==> src/shared/osc_ctrl_pkg.sv <==
/*
 Constants and types for the oscillator control and status block:
 register offsets, field positions, reset values, source codes and
 the start-up count. Assumes a 32-bit APB slave with word-aligned byte offsets.
*/
package osc_ctrl_pkg;

   // Byte offsets of the three registers
   localparam logic [31:0] CTRL_OFFSET = 32'h0000_0000;
   localparam logic [31:0] STAT_OFFSET = 32'h0000_0004;
   localparam logic [31:0] TRIM_OFFSET = 32'h0000_0008;

   // Control field positions
   localparam int CTRL_MULT_BIT = 7;
   localparam int CTRL_FREQ_LSB = 3;
   localparam int CTRL_SCS_LSB  = 0;
   // Writable control bits; bit 2 is absent
   localparam logic [7:0] CTRL_WMASK = 8'hFB;
   localparam logic [7:0] CTRL_RESET = 8'h38;
   localparam logic [5:0] TRIM_RESET = 6'h00;

   // Status bit positions
   localparam int ST_T1_BIT   = 7;
   localparam int ST_MULT_BIT = 6;
   localparam int ST_EXT_BIT  = 5;
   localparam int ST_HFR_BIT  = 4;
   localparam int ST_HFL_BIT  = 3;
   localparam int ST_MFR_BIT  = 2;
   localparam int ST_LFR_BIT  = 1;
   localparam int ST_HFS_BIT  = 0;

   // Configuration oscillator-mode codes
   localparam logic [2:0] MODE_LP     = 3'h0;
   localparam logic [2:0] MODE_XT     = 3'h1;
   localparam logic [2:0] MODE_HS     = 3'h2;
   localparam logic [2:0] MODE_INTOSC = 3'h4;

   // Start-up timer length in oscillator cycles
   localparam int OST_COUNT = 1024;
   localparam int OST_W     = 10;

   // Number of synchronised oscillator inputs
   localparam int SYNC_W = 10;

   typedef enum logic [3:0] {
      ST_START = 4'b0001,
      ST_COUNT = 4'b0010,
      ST_EXT   = 4'b0100,
      ST_INT   = 4'b1000
   } clk_state_t;

   typedef enum logic [2:0] {
      SRC_INTERNAL = 3'b001,
      SRC_TIMER1   = 3'b010,
      SRC_PRIMARY  = 3'b100
   } sys_src_t;

   typedef enum logic [2:0] {
      INT_LF = 3'b001,
      INT_MF = 3'b010,
      INT_HF = 3'b100
   } int_src_t;

endpackage : osc_ctrl_pkg

==> src/shared/osc_timer_if.sv <==
/*
 Link between the control block and its start-up timer.
 Assumes all three signals live on the system clock.
*/
`timescale 1ns/1ps
`default_nettype none
interface osc_timer_if;
   logic start;  // Restart the count
   logic tick;   // One oscillator cycle seen
   logic done;   // Count finished, one-cycle pulse

   modport ctrl  (output start, output tick, input done);
   modport timer (input start, input tick, output done);
endinterface : osc_timer_if
`default_nettype wire

==> src/rtl/osc_control.sv <==
/*
 Oscillator control and status registers behind an APB slave, with
 clock source selection, start-up sequencing and fail-safe fallback.
 Assumes analog ready flags, the oscillator tick, the failure flag and
 the wake-up level come from outside the clock domain; configuration
 and the Timer1 enable are static or on the system clock.
*/
`timescale 1ns/1ps
`default_nettype none
module osc_control (
   input  wire logic                 clk,              // System clock, 10 MHz
   input  wire logic                 rst_n,            // Async reset, active low
   input  wire logic                 psel,             // APB select
   input  wire logic                 penable,          // APB access phase
   input  wire logic                 pwrite,           // APB write
   input  wire logic [31:0]          paddr,            // APB byte address
   input  wire logic [31:0]          pwdata,           // APB write data
   output logic      [31:0]          prdata,           // APB read data
   output logic                      pready,           // APB ready
   output logic                      pslverr,          // APB error, unmapped
   input  wire logic                 cfgMultEnable,    // Config multiplier enable
   input  wire logic [2:0]           cfgOscMode,       // Config oscillator mode
   input  wire logic                 timer1OscEnable,  // Timer1 oscillator enable
   input  wire logic                 hfStablePin,      // High source within 0.5%
   input  wire logic                 lfReadyPin,       // Low source ready
   input  wire logic                 mfReadyPin,       // Medium source ready
   input  wire logic                 hfLockedPin,      // High source within 2%
   input  wire logic                 hfReadyPin,       // High source ready
   input  wire logic                 multReadyPin,     // Multiplier ready
   input  wire logic                 timer1ReadyPin,   // Timer1 oscillator ready
   input  wire logic                 extOscPin,        // Primary oscillator level
   input  wire logic                 extFailPin,       // Failure monitor flag
   input  wire logic                 wakeUpPin,        // Wake from sleep level
   output logic                      multiplierEnable, // Multiplier on
   output osc_ctrl_pkg::int_src_t    internalSource,   // Internal source, one-hot
   output logic      [3:0]           internalFreq,     // Frequency select code
   output logic                      hfHighRange,      // Code 1110 in use
   output osc_ctrl_pkg::sys_src_t    systemSource,     // System clock source
   output logic signed [5:0]         freqTrim,         // Signed trim
   output logic                      failsafeActive    // Running on fallback
);
   import osc_ctrl_pkg::*;

   // Register hit, one-hot {trim, status, control}; zero is unmapped
   function automatic logic [2:0] regHit(input logic [31:0] a);
      logic [2:0] h;
      h = 3'b000;
      if (a == CTRL_OFFSET) h = 3'b001;
      if (a == STAT_OFFSET) h = 3'b010;
      if (a == TRIM_OFFSET) h = 3'b100;
      return h;
   endfunction : regHit

   // Internal source decode from the frequency select code
   function automatic int_src_t freqSource(input logic [3:0] f);
      int_src_t s;
      s = INT_HF;
      case (f)
         4'h0, 4'h1: s = INT_LF;
         4'h2, 4'h4, 4'h5, 4'h6, 4'h7: s = INT_MF;
         4'h3, 4'h8, 4'h9, 4'hA: s = INT_HF;
         4'hB, 4'hC, 4'hD, 4'hE, 4'hF: s = INT_HF;
         default: s = INT_HF;
      endcase
      return s;
   endfunction : freqSource

   logic [7:0]        ctrl;
   logic [SYNC_W-1:0] syncA;
   logic [SYNC_W-1:0] syncB;
   logic [SYNC_W-1:0] rawIn;
   logic              tickPrev;
   logic              wakePrev;
   logic              wakeRise;
   logic              scsChange;
   logic [1:0]        scsPrev;
   logic              crystalMode;
   logic              setupPhase;
   logic              access;
   logic [2:0]        hitNow;
   logic [7:0]        statusWord;
   clk_state_t        state;
   clk_state_t        next_state;
   osc_timer_if       tmrLink ();

   assign rawIn = {wakeUpPin, extFailPin, extOscPin, timer1ReadyPin,
                   multReadyPin, hfReadyPin, hfLockedPin, mfReadyPin,
                   lfReadyPin, hfStablePin};

   // Two flops per pin; only syncB is read by logic
   generate
      for (genvar i = 0; i < SYNC_W; i++) begin : g_sync
         always_ff @(posedge clk or negedge rst_n) begin
            if (!rst_n) begin
               syncA[i] <= 1'b0;
               syncB[i] <= 1'b0;
            end else begin
               syncA[i] <= rawIn[i];
               syncB[i] <= syncA[i];
            end
         end
      end
   endgenerate

   // Edge history for the oscillator tick, wake-up and clock select
   always_ff @(posedge clk or negedge rst_n) begin
      if (!rst_n) begin
         tickPrev <= 1'b0;
         wakePrev <= 1'b0;
         scsPrev  <= CTRL_RESET[CTRL_SCS_LSB +: 2];
      end else begin
         tickPrev <= syncB[7];
         wakePrev <= syncB[9];
         scsPrev  <= ctrl[CTRL_SCS_LSB +: 2];
      end
   end

   assign tmrLink.tick = syncB[7] & ~tickPrev;
   assign wakeRise     = syncB[9] & ~wakePrev;
   assign scsChange    = scsPrev != ctrl[CTRL_SCS_LSB +: 2];
   assign crystalMode  = (cfgOscMode == MODE_LP) || (cfgOscMode == MODE_XT) ||
                         (cfgOscMode == MODE_HS);

   startup_timer u_timer (
      .clk   (clk),
      .rst_n (rst_n),
      .tmr   (tmrLink.timer)
   );

   // Bus phases; pready rises in the first access cycle
   assign setupPhase = psel & ~penable;
   assign access     = psel & penable & pready;
   assign hitNow     = regHit(paddr);

   // Status word built from hardware only
   always_comb begin
      statusWord              = 8'h00;
      statusWord[ST_T1_BIT]   = timer1OscEnable ? syncB[6] : 1'b1;
      statusWord[ST_MULT_BIT] = syncB[5];
      statusWord[ST_EXT_BIT]  = state == ST_EXT;
      statusWord[ST_HFR_BIT]  = syncB[4];
      statusWord[ST_HFL_BIT]  = syncB[3];
      statusWord[ST_MFR_BIT]  = syncB[2];
      statusWord[ST_LFR_BIT]  = syncB[1];
      statusWord[ST_HFS_BIT]  = syncB[0];
   end

   // Answer latched at setup so prdata and pready come from flops
   always_ff @(posedge clk or negedge rst_n) begin
      if (!rst_n) begin
         pready  <= 1'b0;
         pslverr <= 1'b0;
         prdata  <= 32'h0000_0000;
      end else if (setupPhase) begin
         pready  <= 1'b1;
         pslverr <= hitNow == 3'b000;
         case (hitNow)
            3'b001:  prdata <= {24'h00_0000, ctrl & CTRL_WMASK};
            3'b010:  prdata <= {24'h00_0000, statusWord};
            3'b100:  prdata <= {26'h000_0000, freqTrim};
            default: prdata <= 32'h0000_0000;
         endcase
      end else begin
         pready  <= 1'b0;
         pslverr <= 1'b0;
      end
   end

   // Control register; status has no storage so its writes vanish
   always_ff @(posedge clk or negedge rst_n) begin
      if (!rst_n) begin
         ctrl <= CTRL_RESET;
      end else if (access && pwrite && hitNow == 3'b001) begin
         ctrl <= pwdata[7:0] & CTRL_WMASK;
      end
   end

   // Trim register, passed on as a signed code
   always_ff @(posedge clk or negedge rst_n) begin
      if (!rst_n) begin
         freqTrim <= TRIM_RESET;
      end else if (access && pwrite && hitNow == 3'b100) begin
         freqTrim <= signed'(pwdata[5:0]);
      end
   end

   // Start-up sequencing; wake or a new clock select restarts it
   always_comb begin
      next_state    = state;
      tmrLink.start = 1'b0;
      if (wakeRise || scsChange) begin
         next_state = ST_START;
      end else begin
         case (state)
            ST_START: begin
               if (cfgOscMode == MODE_INTOSC) begin
                  next_state = ST_INT;
               end else if (crystalMode) begin
                  tmrLink.start = 1'b1;
                  next_state    = ST_COUNT;
               end else begin
                  next_state = ST_EXT;
               end
            end
            ST_COUNT: begin
               if (tmrLink.done) next_state = ST_EXT;
            end
            ST_EXT: begin
               if (syncB[8]) next_state = ST_INT;
            end
            ST_INT:   next_state = ST_INT;
            default:  next_state = ST_START;
         endcase
      end
   end

   always_ff @(posedge clk or negedge rst_n) begin
      if (!rst_n) state <= ST_START;
      else        state <= next_state;
   end

   // Fail-safe flag; cleared only by a restart of the sequence
   always_ff @(posedge clk or negedge rst_n) begin
      if (!rst_n) begin
         failsafeActive <= 1'b0;
      end else if (state == ST_EXT && next_state == ST_INT) begin
         failsafeActive <= 1'b1;
      end else if (next_state == ST_START) begin
         failsafeActive <= 1'b0;
      end
   end

   // Multiplier enable; configuration overrides software
   always_ff @(posedge clk or negedge rst_n) begin
      if (!rst_n) multiplierEnable <= 1'b0;
      else if (cfgMultEnable) multiplierEnable <= 1'b1;
      else multiplierEnable <= ctrl[CTRL_MULT_BIT];
   end

   // Internal source follows the select code at once, so fallback
   // lands on whatever software prepared beforehand
   always_ff @(posedge clk or negedge rst_n) begin
      if (!rst_n) begin
         internalSource <= INT_MF;
         internalFreq   <= CTRL_RESET[CTRL_FREQ_LSB +: 4];
         hfHighRange    <= 1'b0;
      end else begin
         internalSource <= freqSource(ctrl[CTRL_FREQ_LSB +: 4]);
         internalFreq   <= ctrl[CTRL_FREQ_LSB +: 4];
         hfHighRange    <= ctrl[CTRL_FREQ_LSB +: 4] == 4'hE;
      end
   end

   // System clock source; primary only once start-up is complete
   always_ff @(posedge clk or negedge rst_n) begin
      if (!rst_n) begin
         systemSource <= SRC_INTERNAL;
      end else if (ctrl[CTRL_SCS_LSB + 1]) begin
         systemSource <= SRC_INTERNAL;
      end else if (ctrl[CTRL_SCS_LSB]) begin
         systemSource <= SRC_TIMER1;
      end else begin
         systemSource <= (state == ST_EXT) ? SRC_PRIMARY : SRC_INTERNAL;
      end
   end
endmodule : osc_control
`default_nettype wire

==> src/rtl/startup_timer.sv <==
/*
 Start-up timer: counts oscillator cycles after a start request and
 pulses done on the last one. Assumes tick is already synchronised
 and one clock wide per oscillator cycle.
*/
`timescale 1ns/1ps
`default_nettype none
module startup_timer (
   input wire logic     clk,   // System clock
   input wire logic     rst_n, // Async reset, active low
   osc_timer_if.timer   tmr    // Start, tick and done
);
   import osc_ctrl_pkg::*;

   logic [OST_W-1:0] count;
   logic             running;

   // A fresh start always wins, so a restart mid-count begins at zero
   always_ff @(posedge clk or negedge rst_n) begin
      if (!rst_n) begin
         count    <= '0;
         running  <= 1'b0;
         tmr.done <= 1'b0;
      end else if (tmr.start) begin
         count    <= '0;
         running  <= 1'b1;
         tmr.done <= 1'b0;
      end else if (running && tmr.tick) begin
         if (count == OST_W'(OST_COUNT - 1)) begin
            running  <= 1'b0;
            tmr.done <= 1'b1;
         end else begin
            count    <= count + 1'b1;
            tmr.done <= 1'b0;
         end
      end else begin
         tmr.done <= 1'b0;
      end
   end

endmodule : startup_timer
`default_nettype wire

==> config.mk <==
export PLATFORM = sky130hd
export DESIGN_NAME = osc_control
export DESIGN_NICKNAME = d
export VERILOG_FILES = /design/src/shared/osc_ctrl_pkg.sv /design/src/shared/osc_timer_if.sv /design/src/rtl/osc_control.sv /design/src/rtl/startup_timer.sv
export SDC_FILE = /design/constraint.sdc
export NUM_CORES = 1
export LEC_CHECK = 0
export ABC_AREA = 1
export BUFFER_PORTS_ARGS = -buffer_cell sky130_fd_sc_hd__buf_2
export CAP_MARGIN = 0
export CELL_PAD_IN_SITES_DETAIL_PLACEMENT = 1
export CELL_PAD_IN_SITES_GLOBAL_PLACEMENT = 2
export CORE_MARGIN = 1.5
export CORE_UTILIZATION = 27
export CTS_CLUSTER_SIZE = 16
export DETAILED_ROUTE_END_ITERATION = 10
export GPL_ROUTABILITY_DRIVEN = 0
export PLACE_DENSITY = 0.78
export SKIP_LAST_GASP = 1
export SYNTH_ARGS = -nofsm -noshare
export SYNTH_HDL_FRONTEND = slang
export SYNTH_SLANG_ARGS = --single-unit
==> constraint.sdc <==
create_clock -name clk -period 1.6 [get_ports clk]
set_input_delay 0.08 -clock clk [delete_from_list [all_inputs] [get_ports clk]]
set_output_delay 0.08 -clock clk [all_outputs]
set_load 0.03 [all_outputs]
[Word level (Yosys, flattened, before mapping)]
Memories as Yosys holds them, arrays and structs flattened. A register that Yosys moved wholly into a read port is not among the register bits.
Index checks and enable logic that the tools add are counted.
Storage, ports and cells
  bits in registers: 97
  latch bits: 0
  bits in writable memories: 0
  ROM bits: 48
  bits of input ports: 84
  output and inout bits: 53
  logic and storage cells: 114
  memories: 1
Memory list
  (name not given): depth 16, width 3, rd ports 1, clocked after Yosys merged registers in 1, write ports 0, line osc_control.sv:58  | case (f)
Cells by class
  $add $sub $neg: 1
  $mul: 0
  div/mod/pow operators: 0
  $lt $le $gt $ge: 0
  eq/ne operators: 18
  shift operators: 0
  muxes and demuxes: 32
  bitwise logic cells: 8
  reduce and logical (&&, ||, !) cells: 17
Operator list (count)
  $eq A32 B3 Y1 const B: 1
  $eq A32 B4 Y1 const B: 1
  $logic_not A32 Y1: 1
  $mux W10: 3
  $pmux W8 S3: 1
  $mux W1: 17
  $mux W4: 4
  $pmux W4 S4: 1
  $mux W3: 5
  $eq A4 B4 Y1 const B: 3
  $add A10 B1 Y10 const B: 1
  $eq A10 B10 Y1 const B: 1
  $eq A4 B1 Y1 const B: 2
  $eq A3 B1 Y1 const B: 2
  $eq A3 B2 Y1 const B: 2
  $eq A3 B3 Y1 const B: 2
  $logic_not A3 Y1: 2
  $reduce_bool A2 Y1: 3
  $and A1 B1 Y1: 5
  $logic_and A1 B1 Y1: 5
  $eq A4 B2 Y1 const B: 1
  $eq A4 B3 Y1 const B: 1
  $reduce_and A2 Y1: 2
  $logic_or A1 B1 Y1: 3
  5 further kinds: 7

[Longest topological paths before layout]
  depth in word-level cells: 10
  depth in mapped cells: 10

[Cells and area by module]
From an unflattened synthesis, not the netlist that was laid out.
Second synthesis, totals
  cells, all modules: 406
  area total of the unflattened synthesis: 3579.7 um^2
Modules (own cells, without submodules)
  osc_control: instances 1, cells an instance 303, area an instance 2824.0 um^2
  startup_timer: instances 1, cells an instance 103, area an instance 755.7 um^2

[Least setup slack after synthesis]
No wires, ideal clock.
  path type: reg2reg
  start: register u_timer.count[0]
  end: register u_timer.count[7]
  setup time: 0.124 ns
  arrival time: 1.236 ns
  data required time: 1.476 ns
  path slack: 0.240 ns
  cell stages (with the launch flop): 9
  buffers on the path: 0
  path through: dfrtp_1 -> ha_1 -> nand3_1 -> nor2_2 -> nand4_1 -> nand2_2 -> inv_2 -> o211ai_1 -> nand2_1
On the way
  longest elaborated chain between the ends: 4
RTL lines
  from (decl): line startup_timer.sv:15  | logic [OST_W-1:0] count;
  from (signal assigned): line startup_timer.sv:33  | count <= count + 1'b1;
  $add A10 B1 Y10: line startup_timer.sv:33
  $mux W10: line startup_timer.sv:29  | if (count == OST_W'(OST_COUNT - 1)) begin
  $mux W10: line startup_timer.sv:28  | end else if (running && tmr.tick) begin
  $mux W10: line startup_timer.sv:24  | end else if (tmr.start) begin
Parallel ways exist; a longest one is shown, timed or not. The select of a mux whose other input is x is not followed.
A chain may end at the register's enable or synchronous reset.

[Final worst setup path]
Same ends and word-level chain as after synthesis.

==> flow_summary.rst <==
.. list-table::
   :header-rows: 1

   * - Metric
     - Value
   * - Run status
     - complete, but fails checks
   * - Failing checks
     - negative hold slack
   * - Hold Path Sink
     - ctrl[4]
   * - Number of sinks on the clock net
     - 76
   * - Skew-Pair Late Insertion Delay
     - 330 ps
   * - Area of the multi-input gates
     - 0.001282 sq mm
   * - Slowest library cell on the worst path
     - dfrtp_1
   * - Max Buffers Root-to-Sink
     - 2
   * - Hold Path Depth
     - 3
   * - Vias in the first global route
     - 2980
   * - Startpoint kind of the worst setup timing path
     - register
   * - Number of optimization iterations in the first detailed-route pass
     - 6
   * - Routed length per placed instance
     - 12.39 microns
   * - Antenna viol nets, final
     - 0
   * - Vertical extent of the die
     - 117.3 microns
   * - Worst hold margin
     - -3.164 ps
   * - Worst reg2reg setup slack
     - 90 ps
   * - Number of H-tree levels
     - 3
   * - Iteration-0 DRC Markers
     - 134
   * - Power Density
     - 1084 mW/mm^2
   * - Setup violations, final
     - 0
   * - Crit Path Max Fanout
     - 10
   * - WL final
     - 8625 microns
   * - Clock buffer count from CTS
     - 9
   * - Overall Power
     - 5011 uW
   * - Maximum operating frequency
     - 0.6610 GHz
   * - Kind of end point of the critical path
     - register
   * - Starting density of the core
     - 27.82%
   * - Leftover overflow at the end of global routing
     - 0
   * - Delay-heaviest family, CP
     - simple AND/OR/NAND/NOR gates
   * - Overall die width
     - 117.3 microns
   * - Uppermost layer routed
     - met4
   * - Share of cells above drive strength 1
     - 29.39%
   * - Bufs and invs on worst path
     - 1
   * - Cell Area, Synth
     - 0.003525 sq mm
   * - Instance area after placement
     - 0.004120 sq mm
   * - Final HPWL DP
     - 6462 microns
   * - Post-synthesis register bit count
     - 76
   * - Max-Cap Viols
     - 0
   * - Average cell area after synthesis
     - 8.812 sq um
   * - Clock-pin slew on the worst setup and hold paths
     - 60 ps
   * - Worst Reg-to-Reg Cells
     - 8
   * - Synth Instances
     - 400
   * - Clock Tree Root
     - clkbuf_16
   * - Share of the core filled with cells
     - 36.50%
   * - Data required time of the worst path
     - 1810 ps
   * - Top-Level Pins
     - 137
   * - Cell row count
     - 41
   * - CTS tree
     - yes
   * - DR WL met3
     - 370 microns
   * - Crit path DAT
     - 1730 ps
   * - Peak VDD IR
     - 0.7708 mV
   * - Reg-to-reg startpoint
     - u_timer.count[0]
   * - Final clock skew
     - 3.815 ps
   * - Sequential cell area fraction in the yosys report
     - 54.28%
   * - Non-Filler Cell Area, Final
     - 0.004624 sq mm
   * - Launch point of the worst hold path
     - pwdata[4]
   * - Wire length on met2
     - 4414 microns
   * - Number of vias per cell
     - 4.211
   * - Cells along the critical path
     - ha_2 -> nand3_2 -> nor2_4 -> nand4_1 -> nand2_2 -> inv_4 -> o211ai_1 -> nand2_1
   * - Period Utilization, post-route
     - 94.56%
   * - Leakage power
     - 0.002443 uW
   * - Category of the most critical setup path
     - reg -> reg
   * - Vias after detailed routing
     - 2931
   * - Signed area change from the synthesized netlist to the final layout
     - 31.20%
   * - Library cells used by synthesis
     - 36
   * - Core region area
     - 0.01267 sq mm
   * - Floorplan die area
     - 0.01375 sq mm
   * - Endpoint of the worst-slack reg-to-reg timing path
     - u_timer.count[7]
   * - DRC errors left
     - 0
   * - Buffers added on ports
     - 88
   * - Syn. warnings
     - 0
   * - Antenna violations before repair
     - 0
   * - Final antenna diode count
     - 0
   * - Post-layout minimum cycle time
     - 1513 ps
   * - GRT Overall Usage
     - 13.33%
   * - Number of filler instances in the final layout
     - 1518
   * - Number of hold violations in the final report
     - 1
   * - Routed metal-1 wirelength
     - 3713 microns
   * - Slowest cell delay on critical path
     - 380 ps
   * - Register area
     - 0.001913 sq mm
   * - Unrepaired setup endpoints after global routing
     - yes
   * - Type of the most critical hold path
     - in -> reg
   * - Final layout net count
     - 604
   * - Max Transition Viols Final
     - 0
   * - Global-route wire length before repair
     - 13930 microns
   * - Pin count of the biggest net entering global routing
     - 34
-- cell usage after synthesis --
master,n,area (sq um)
nand2_1,95,356.6
dfrtp_1,67,1677
inv_1,51,191.4
nand3_1,37,185.2
nor2_1,36,135.1
buf_4,25,187.7
o21ai_1,13,65.06
nor3_1,10,50.05
dfstp_2,9,236.5
inv_2,6,22.52
nor2_2,6,37.54
o21ai_2,5,43.79
xor2_1,5,43.79
buf_6,3,33.78
nand2_2,3,18.77
nor2_4,3,33.78
xnor2_1,3,26.28
a21oi_1,2,10.01
a21oi_2,2,17.52
nand4_1,2,12.51
nor4_1,2,12.51
a211oi_1,1,7.510
a31oi_1,1,6.260
and2_1,1,6.260
conb_1,1,3.750
ha_1,1,12.51
nand2_4,1,11.26
nand3_2,1,10.01
nor2_8,1,20.02
nor3_2,1,10.01
nor3b_1,1,7.510
o211ai_1,1,7.510
o21ai_0,1,5.000
o21bai_1,1,7.510
o22ai_1,1,6.260
or2_2,1,6.260
-- worst max-delay path by stage --
stage / from / to / cells after the start
floorplan: u_timer.count[0] / u_timer.count[7] / 8
global placement: u_timer.count[0] / u_timer.count[7] / 9
detailed placement: u_timer.count[0] / u_timer.count[7] / 9
CTS: state[1] / failsafeActive / 7
global route: u_timer.count[0] / u_timer.count[3] / 9
finish: u_timer.count[0] / u_timer.count[7] / 8
-- layout by cell type, fill, tap and decap left out, types with 3 or more instances in the layout --
cell type and count:
nand2_1 95, buf_2 87, dfrtp_1 67, inv_1 51, nand3_1 36, nor2_1 35, conb_1 24, dlygate4sd3_1 16
o21ai_1 13, nor3_1 10, clkbuf_16 9, dfstp_2 9, buf_4 9, nor2_2 6, xor2_1 5, o21ai_2 5
nor2_4 4, inv_2 4, xnor2_1 3
-- worst min-delay path: stages --
cell	delay [ps]
buf_2	100
inv_1	90
o21ai_2	60
-- per-layer routing --
metal	GRT usage (%)	vias to the layer above
li1	-	1438
met5	0	-
met4	3.936	0
met3	3.656	12
met1	15.96	1418
met2	23.41	63
-- cells by family after synthesis --
family | Yosys count | synth area share [%]
AO/OA/AOI/OAI | 28 | 5.006
AND/OR/NAND/NOR | 201 | 25.91
XOR/XNOR | 8 | 1.988
adder cells (fa/ha/maj) | 1 | 0.3549
flip-flops | 76 | 54.28
buffers and inverters | 85 | 12.35
other | 1 | 0.1064
-- stage by stage --
stage / setup slack (ps) / hold WS (ps) / std cells / TNS, ps
floorplan: 240.5 / -215.6 / 423 / 0
finish: 87.08 / -3.164 / 696 / 0
CTS: 27.47 / 3.129 / 695 / 0
global route: -11.73 / 4.933 / 696 / -11.73
detailed placement: 55.49 / 63.60 / 663 / 0
global placement: 100.5 / 56.06 / 663 / 0
-- final cells by class --
cell class	instances	area share [%]
inverters	57	4.735
clock inverters	4	1.190
clock buffers	12	5.547
repair buffers	113	14.77
well taps	172	4.654
multi-input cells	262	27.73
flip-flops and latches	76	41.37
-- registers in the layout, indices dropped and copies added (netlist names), 4 cells and up --
name and flops:
syncA 10, ctrl 7, syncB 4, prdata 8
u_timer.count 10, state 4, internalFreq 4, statusWord 6
freqTrim 6
-- where the power goes --
part	switching, uW	total [uW]	internal, uW
Combinational	495	779	284
Sequential	91.8	2150	2060
Clock	777	2080	1300
Total	1360	5010	3650
-- timing repair --
item                                    4_1_cts  5_1_grt
buffers inserted                              0        1
hold buffers                                 16        0
resized for setup                             0        7
endpoints found under the hold margin        45        0
endpoints found under the setup margin        0       11
No activity file was read; power rests on OpenSTA's default activity.
